--- config.mk ---
export PLATFORM = sky130hd
export DESIGN_NAME = cmpctl_top
export DESIGN_NICKNAME = d
export VERILOG_FILES = /design/src/hw/cmpctl_pkg.sv /design/src/hw/cmpctl_top.sv
export SDC_FILE = /design/constraint.sdc
export NUM_CORES = 1
export LEC_CHECK = 0
export BUFFER_PORTS_ARGS = -buffer_cell sky130_fd_sc_hd__buf_2
export CAP_MARGIN = 0
export CORE_MARGIN = 5
export CORE_UTILIZATION = 41
export DETAILED_ROUTE_END_ITERATION = 7
export PLACE_DENSITY = 0.79
export SYNTH_ARGS = -nofsm -noshare
export SYNTH_HDL_FRONTEND = slang
export SYNTH_SLANG_ARGS = --single-unit
--- constraint.sdc ---
create_clock -name clk -period 2 [get_ports clk]
set_input_delay 0.2 -clock clk [delete_from_list [all_inputs] [get_ports clk]]
set_output_delay 0.2 -clock clk [all_outputs]
set_load 0.03 [all_outputs]
--- src/hw/cmpctl_pkg.sv ---
// constants shared by the comparator control block
package cmpctl_pkg;
    // ==========================================================
    // register indices; byte address is four times the index
    localparam logic [7:0] CMPCTL_IDX_CTRL_STATUS = 8'h50;
    localparam logic [7:0] CMPCTL_IDX_CONV_CTRL_B = 8'h7b;
    localparam logic [7:0] CMPCTL_IDX_PIN_DISABLE = 8'h7f;
    // ==========================================================
    // control/status field positions
    localparam int CMPCTL_BIT_DISABLE = 7;
    localparam int CMPCTL_BIT_BANDGAP = 6;
    localparam int CMPCTL_BIT_RESULT = 5;
    localparam int CMPCTL_BIT_FLAG = 4;
    localparam int CMPCTL_BIT_IRQ_EN = 3;
    localparam int CMPCTL_BIT_CAPTURE = 2;
    localparam int CMPCTL_BIT_MODE_HI = 1;
    localparam int CMPCTL_BIT_MODE_LO = 0;
    // converter control b field positions
    localparam int CMPCTL_BIT_BORROW = 6;
    localparam int CMPCTL_BIT_CHAN_HI = 3;
    // pin disable field positions
    localparam int CMPCTL_BIT_NEG_OFF = 1;
    localparam int CMPCTL_BIT_POS_OFF = 0;
    // ==========================================================
    // reset values
    localparam logic [7:0] CMPCTL_RST_CTRL = 8'h00;
    localparam logic [7:0] CMPCTL_RST_CONV_B = 8'h00;
    localparam logic [7:0] CMPCTL_RST_PIN = 8'h00;
    // ==========================================================
    // event mode encodings
    typedef enum logic [1:0] {
        CMPCTL_MODE_TOGGLE = 2'b00,
        CMPCTL_MODE_RSVD = 2'b01,
        CMPCTL_MODE_FALL = 2'b10,
        CMPCTL_MODE_RISE = 2'b11
    } cmpctl_mode_t;
endpackage : cmpctl_pkg

--- src/hw/cmpctl_top.sv ---
// comparator control logic with avalon-mm register slave
//
// Implementation choice: register access over Avalon-MM.
`timescale 1ns/10ps
module cmpctl_top
    import cmpctl_pkg::*;
#(
    parameter int ADDR_W = 10
) (
    input wire logic clk,
    input wire logic arst_n,
    // avalon-mm slave, byte addresses
    input wire logic [ADDR_W-1:0] address,
    input wire logic read,
    input wire logic write,
    input wire logic [3:0] byteenable,
    input wire logic [31:0] writedata,
    output logic [31:0] readdata,
    output logic waitrequest,
    // analog side
    input wire logic comparator_raw,
    output logic comparator_power_off,
    output logic positive_from_bandgap,
    output logic negative_from_mux,
    output logic [3:0] negative_channel,
    // converter side
    input wire logic converter_enable,
    input wire logic [2:0] channel_low_bits,
    output logic channel_high_bit,
    output logic [2:0] converter_trigger_select,
    // cpu interrupt side
    input wire logic global_irq_enable,
    input wire logic irq_vector_taken,
    output logic irq_request,
    // timer capture front end
    output logic capture_input,
    output logic capture_route_enable,
    // digital pin inputs
    input wire logic positive_input_pin,
    input wire logic negative_input_pin,
    output logic positive_pin_read,
    output logic negative_pin_read,
    output logic positive_pin_buffer_off,
    output logic negative_pin_buffer_off
);
    // the register decoder takes the word index from address bits 9:2
    if (ADDR_W < 10) begin : g_addr_w_check
        $error("cmpctl_top: ADDR_W must be at least 10");
    end

    // ==========================================================
    // bus slave: one wait cycle, then a one-cycle answer
    logic wait_reg;
    logic [31:0] rdata_reg;
    logic req;
    logic accept;
    logic [7:0] word_idx;
    logic wr_lane0;

    assign req = read | write;
    assign accept = req & ~wait_reg;
    assign word_idx = address[9:2];
    assign wr_lane0 = accept & write & byteenable[0];

    always_ff @(posedge clk or negedge arst_n) begin
        if (!arst_n) begin
            wait_reg <= 1'b1;
        end else if (req && wait_reg) begin
            wait_reg <= 1'b0;
        end else begin
            wait_reg <= 1'b1;
        end
    end

    // ==========================================================
    // registers
    logic disable_reg;
    logic bandgap_reg;
    logic flag_reg;
    logic irq_en_reg;
    logic capture_reg;
    logic [1:0] mode_reg;
    logic borrow_reg;
    logic chan_hi_reg;
    logic [2:0] trig_sel_reg;
    logic pos_off_reg;
    logic neg_off_reg;
    logic wr_ctrl;
    logic wr_conv;
    logic wr_pin;

    assign wr_ctrl = wr_lane0 && (word_idx == CMPCTL_IDX_CTRL_STATUS);
    assign wr_conv = wr_lane0 && (word_idx == CMPCTL_IDX_CONV_CTRL_B);
    assign wr_pin = wr_lane0 && (word_idx == CMPCTL_IDX_PIN_DISABLE);

    always_ff @(posedge clk or negedge arst_n) begin
        if (!arst_n) begin
            disable_reg <= CMPCTL_RST_CTRL[CMPCTL_BIT_DISABLE];
            bandgap_reg <= CMPCTL_RST_CTRL[CMPCTL_BIT_BANDGAP];
            irq_en_reg <= CMPCTL_RST_CTRL[CMPCTL_BIT_IRQ_EN];
            capture_reg <= CMPCTL_RST_CTRL[CMPCTL_BIT_CAPTURE];
            mode_reg <= CMPCTL_RST_CTRL[CMPCTL_BIT_MODE_HI:CMPCTL_BIT_MODE_LO];
        end else if (wr_ctrl) begin
            disable_reg <= writedata[CMPCTL_BIT_DISABLE];
            bandgap_reg <= writedata[CMPCTL_BIT_BANDGAP];
            irq_en_reg <= writedata[CMPCTL_BIT_IRQ_EN];
            capture_reg <= writedata[CMPCTL_BIT_CAPTURE];
            mode_reg <= writedata[CMPCTL_BIT_MODE_HI:CMPCTL_BIT_MODE_LO];
        end
    end

    always_ff @(posedge clk or negedge arst_n) begin
        if (!arst_n) begin
            borrow_reg <= CMPCTL_RST_CONV_B[CMPCTL_BIT_BORROW];
            chan_hi_reg <= CMPCTL_RST_CONV_B[CMPCTL_BIT_CHAN_HI];
            trig_sel_reg <= CMPCTL_RST_CONV_B[2:0];
        end else if (wr_conv) begin
            borrow_reg <= writedata[CMPCTL_BIT_BORROW];
            chan_hi_reg <= writedata[CMPCTL_BIT_CHAN_HI];
            trig_sel_reg <= writedata[2:0];
        end
    end

    always_ff @(posedge clk or negedge arst_n) begin
        if (!arst_n) begin
            pos_off_reg <= CMPCTL_RST_PIN[CMPCTL_BIT_POS_OFF];
            neg_off_reg <= CMPCTL_RST_PIN[CMPCTL_BIT_NEG_OFF];
        end else if (wr_pin) begin
            pos_off_reg <= writedata[CMPCTL_BIT_POS_OFF];
            neg_off_reg <= writedata[CMPCTL_BIT_NEG_OFF];
        end
    end

    // ==========================================================
    // result synchroniser and event detection
    logic sync1_reg;
    logic result_reg;
    logic prev_reg;
    logic rise;
    logic fall;
    logic event_hit;

    always_ff @(posedge clk or negedge arst_n) begin
        if (!arst_n) begin
            sync1_reg <= 1'b0;
            result_reg <= 1'b0;
            prev_reg <= 1'b0;
        end else begin
            sync1_reg <= comparator_raw;
            result_reg <= sync1_reg;
            prev_reg <= result_reg;
        end
    end

    assign rise = result_reg & ~prev_reg;
    assign fall = ~result_reg & prev_reg;

    // the reserved code matches nothing so a stray write cannot fire
    always_comb begin
        unique case (cmpctl_mode_t'(mode_reg))
            CMPCTL_MODE_TOGGLE: event_hit = rise | fall;
            CMPCTL_MODE_RSVD: event_hit = 1'b0;
            CMPCTL_MODE_FALL: event_hit = fall;
            CMPCTL_MODE_RISE: event_hit = rise;
        endcase
    end

    logic set_flag;
    logic clr_flag;
    assign set_flag = event_hit & ~disable_reg;
    assign clr_flag = irq_vector_taken | (wr_ctrl & writedata[CMPCTL_BIT_FLAG]);

    // a new event wins over a clear in the same cycle
    always_ff @(posedge clk or negedge arst_n) begin
        if (!arst_n) begin
            flag_reg <= CMPCTL_RST_CTRL[CMPCTL_BIT_FLAG];
        end else if (set_flag) begin
            flag_reg <= 1'b1;
        end else if (clr_flag) begin
            flag_reg <= 1'b0;
        end
    end

    // ==========================================================
    // registered outputs
    logic [7:0] rd_byte;
    always_comb begin
        rd_byte = 8'h00;
        unique case (word_idx)
            CMPCTL_IDX_CTRL_STATUS: rd_byte = {disable_reg, bandgap_reg, result_reg, flag_reg,
                                                irq_en_reg, capture_reg, mode_reg};
            CMPCTL_IDX_CONV_CTRL_B: rd_byte = {1'b0, borrow_reg, 2'b00, chan_hi_reg, trig_sel_reg};
            CMPCTL_IDX_PIN_DISABLE: rd_byte = {6'h00, neg_off_reg, pos_off_reg};
            default: rd_byte = 8'h00;
        endcase
    end

    always_ff @(posedge clk or negedge arst_n) begin
        if (!arst_n) begin
            rdata_reg <= 32'h0000_0000;
        end else if (read && wait_reg) begin
            rdata_reg <= {24'h00_0000, rd_byte};
        end
    end

    logic power_off_reg;
    logic bg_sel_reg;
    logic neg_mux_reg;
    logic [3:0] neg_chan_reg;
    logic irq_reg;
    logic cap_in_reg;
    logic pos_rd_reg;
    logic neg_rd_reg;

    always_ff @(posedge clk or negedge arst_n) begin
        if (!arst_n) begin
            power_off_reg <= 1'b0;
            bg_sel_reg <= 1'b0;
            neg_mux_reg <= 1'b0;
            neg_chan_reg <= 4'h0;
        end else begin
            power_off_reg <= disable_reg;
            bg_sel_reg <= bandgap_reg;
            neg_mux_reg <= borrow_reg & ~converter_enable;
            neg_chan_reg <= (borrow_reg & ~converter_enable) ? {chan_hi_reg, channel_low_bits} : 4'h0;
        end
    end

    always_ff @(posedge clk or negedge arst_n) begin
        if (!arst_n) begin
            irq_reg <= 1'b0;
            cap_in_reg <= 1'b0;
        end else begin
            irq_reg <= flag_reg & irq_en_reg & global_irq_enable;
            cap_in_reg <= capture_reg & result_reg;
        end
    end

    always_ff @(posedge clk or negedge arst_n) begin
        if (!arst_n) begin
            pos_rd_reg <= 1'b0;
            neg_rd_reg <= 1'b0;
        end else begin
            pos_rd_reg <= positive_input_pin & ~pos_off_reg;
            neg_rd_reg <= negative_input_pin & ~neg_off_reg;
        end
    end

    assign readdata = rdata_reg;
    assign waitrequest = wait_reg;
    assign comparator_power_off = power_off_reg;
    assign positive_from_bandgap = bg_sel_reg;
    assign negative_from_mux = neg_mux_reg;
    assign negative_channel = neg_chan_reg;
    assign channel_high_bit = chan_hi_reg;
    assign converter_trigger_select = trig_sel_reg;
    assign irq_request = irq_reg;
    assign capture_input = cap_in_reg;
    assign capture_route_enable = capture_reg;
    assign positive_pin_read = pos_rd_reg;
    assign negative_pin_read = neg_rd_reg;
    assign positive_pin_buffer_off = pos_off_reg;
    assign negative_pin_buffer_off = neg_off_reg;
endmodule : cmpctl_top

==> metrics <==
Max Slew Vio Count=0; switching power=386.3 uW; Worst R2R Path Depth=3; Num CTS Buffers=5; drt total wl=3311 um; share of the yosys chip area belonging to registers=55.84%; initial antenna violation count=0; multiplexer area fraction after synthesis=12.21%; Core Box Area=3971 sq um; RSZ-0062 raised after global routing=false; status=completed; die area=5422 sq um; dpl hpwl=2567 um; post-synthesis xor/xnor area fraction=0%; fmax=0.5999 GHz; switching share of power=22.90%; synthesized flop and latch total=37; Starting Density=41.81%; total track usage=13.21%; clock power share=44.5%; via count=1119; CTS clock-pin slew for the worst setup and hold paths=0.07 ns; Worst-Skew Late Latency=0.29 ns; CP Capture Type=flop; setup TNS=0 ns; Compound-Gate Fraction of Synth Area=6.179%; critical path data arrival time=1.84 ns; post-synthesis simple-gate area fraction=11.61%; flop2flop setup slack=0.33 ns; Post-Route Skew=0.004879 ns; TritonRoute pass-1 iters=4; Unique masters post-synth=23; Syn Area/Cell=11.94 sq um; H-tree Lvls=2; largest family of logic cells by synthesized area=buffers and inverters; max reg flops=8; Cell Count, Final, Fillers Out=251; yosys warns=0; WP data required=2.17 ns; CTS tree=yes; largest fanout on the critical path=7; Congestion Overflow GR=0; worst vdd ir=0.4368 mV; Final min period=1.667 ns; Inst Count DP=243; clk root buf=clkbuf_8; Synth Instances=139; layout cells sized above 1=41.79%; vias per cell=4.458; number of hold buffers added after cts=0; max-cap violation count=0; worst reg2reg path startpoint=waitrequest; pwr dens=827.5 nW/um^2; post_cts resized=0; drt drc=0; WL/cell=13.19 um; die width=73.64 um; Worst setup SP type=flop; io pins=110; clock sinks=37; final hold vios=0; Comb power frac=9.6%; Int Power=1.300 mW; Final Cycle Share=83.35%; Vert. Die Dim=73.64 um; DRT antenna net count=0; commonest non-fill, non-tap cell in the layout=buf_2; critical path type=flop to flop; row count=23; Max transition margin=45.99%; vias in the first global route=1180; Area Growth Syn to Fin=22.76%; RD Place Congestion=0.7451; clk buf depth=2; commonest cells after routing, fill and taps aside=buf_2 (55), dfrtp_1 (36), conb_1 (24); Setup violations, final=0; register share of total power=45.9%; Worst Tran Pin Value=0.8102 ns; HP Class=primary input to asynchronous set/reset pin; ANT cells=0; DR iter-0 viols=49; Reg-to-Reg End=bandgap_reg; setup bufs post-CTS=0; fin nets=261; P_leak=1.123 nW; largest net degree at the start of global routing=38; global-route wire length before repair=5375 um; # port buffers=55; Mapped Area=1660 sq um; adder and majority cell fraction of the synthesized area=1.507%
through the flow:
step | setup slack, ns | instance area [sq um] | util, % | hold slack [ns] | total power [mW]
final | 0.3331 | 2038 | 51.32 | 0.001768 | 1.687
after floorplan | 0.2252 | 1747 | - | -0.09559 | 0.9268
after CTS | 0.3227 | 2038 | 51.32 | 0.003868 | 1.710
after global placement | 0.1105 | 1904 | 47.95 | 0.3095 | 0.9488
after detailed placement | 0.08244 | 1904 | 47.95 | 0.3097 | 0.9517
after global routing | 0.2843 | 2038 | 51.32 | 0.001656 | 1.763
cells in the mapped netlist:
library cell  instances  area (sq um)
clkbuf_1              1         3.750
nand4_1               1         6.260
dfrtp_1              36         900.9
buf_6                 1         11.26
a22oi_1               5         37.54
buf_4                24         180.2
nand3b_1              2         15.01
nor4_1                1         6.260
mux2_4                6         90.09
dfstp_2               1         26.28
nand2_1              14         52.55
nor3_1                4         20.02
or4_4                 2         22.52
nor2b_1               4         25.02
and2_1                5         31.28
and3_1                1         6.260
mux2_2               10         112.6
inv_1                 3         11.26
conb_1                1         3.750
o21ai_0              12         60.06
nor2_1                2         7.510
ha_1                  2         25.02
a21oi_1               1         5.000
cells by family (layout without fill, tap and decap cells):
| group | Yosys count | count (layout) |
|---|---|---|
| flip-flops | 37 | 37 |
| AND/OR/NAND/NOR | 36 | 36 |
| buffers and inverters | 29 | 68 |
| AO/OA/AOI/OAI | 18 | 18 |
| multiplexers | 16 | 16 |
| adder cells (fa/ha/maj) | 2 | 2 |
| other | 1 | 24 |
critical path, cell delays in order, from the launching register on:
cell and delay [ns]:
dfstp_2 0.38, nand3b_1 0.20, or4_4 0.64, mux2_4 0.34
power groups by stage:
stage / clock network [mW] / logic [mW] / registers [mW]
detailed placement: 0 / 0.163 / 0.789
floorplan: 0 / 0.123 / 0.803
global placement: 0 / 0.161 / 0.788
finish: 0.750 / 0.162 / 0.774
global route: 0.809 / 0.178 / 0.776
CTS: 0.773 / 0.163 / 0.774
metal layers:
| metal | vias up | global-route usage (%) | wire [um] |
|---|---|---|---|
| met5 | - | 0 | 0 |
| met4 | 0 | 4.829 | 44 |
| met1 | 520 | 16.29 | 1403 |
| met3 | 4 | 4.925 | 293 |
| li1 | 546 | - | - |
| met2 | 49 | 21.06 | 1568 |
cell type report:
| type | count | area (sq um) |
|---|---|---|
| clock inverters | 3 | 65.06 |
| multi-input cells | 96 | 613.1 |
| inverters | 3 | 11.26 |
| flip-flops and latches | 37 | 927.1 |
| repair buffers | 57 | 290.3 |
| clock buffers | 5 | 68.82 |
| well taps | 50 | 62.56 |
| fillers | 394 | 1933 |
worst max path at each step:
stage / depth (start not counted) / start / endpoint
2_1_floorplan: 3 / waitrequest / borrow_reg
3_3_place_gp: 4 / address[3] / disable_reg
3_5_place_dp: 4 / address[3] / bandgap_reg
4_1_cts: 3 / waitrequest / bandgap_reg
5_1_grt: 3 / waitrequest / bandgap_reg
6_report: 3 / waitrequest / bandgap_reg
No activity file was read; power rests on OpenSTA's default activity.
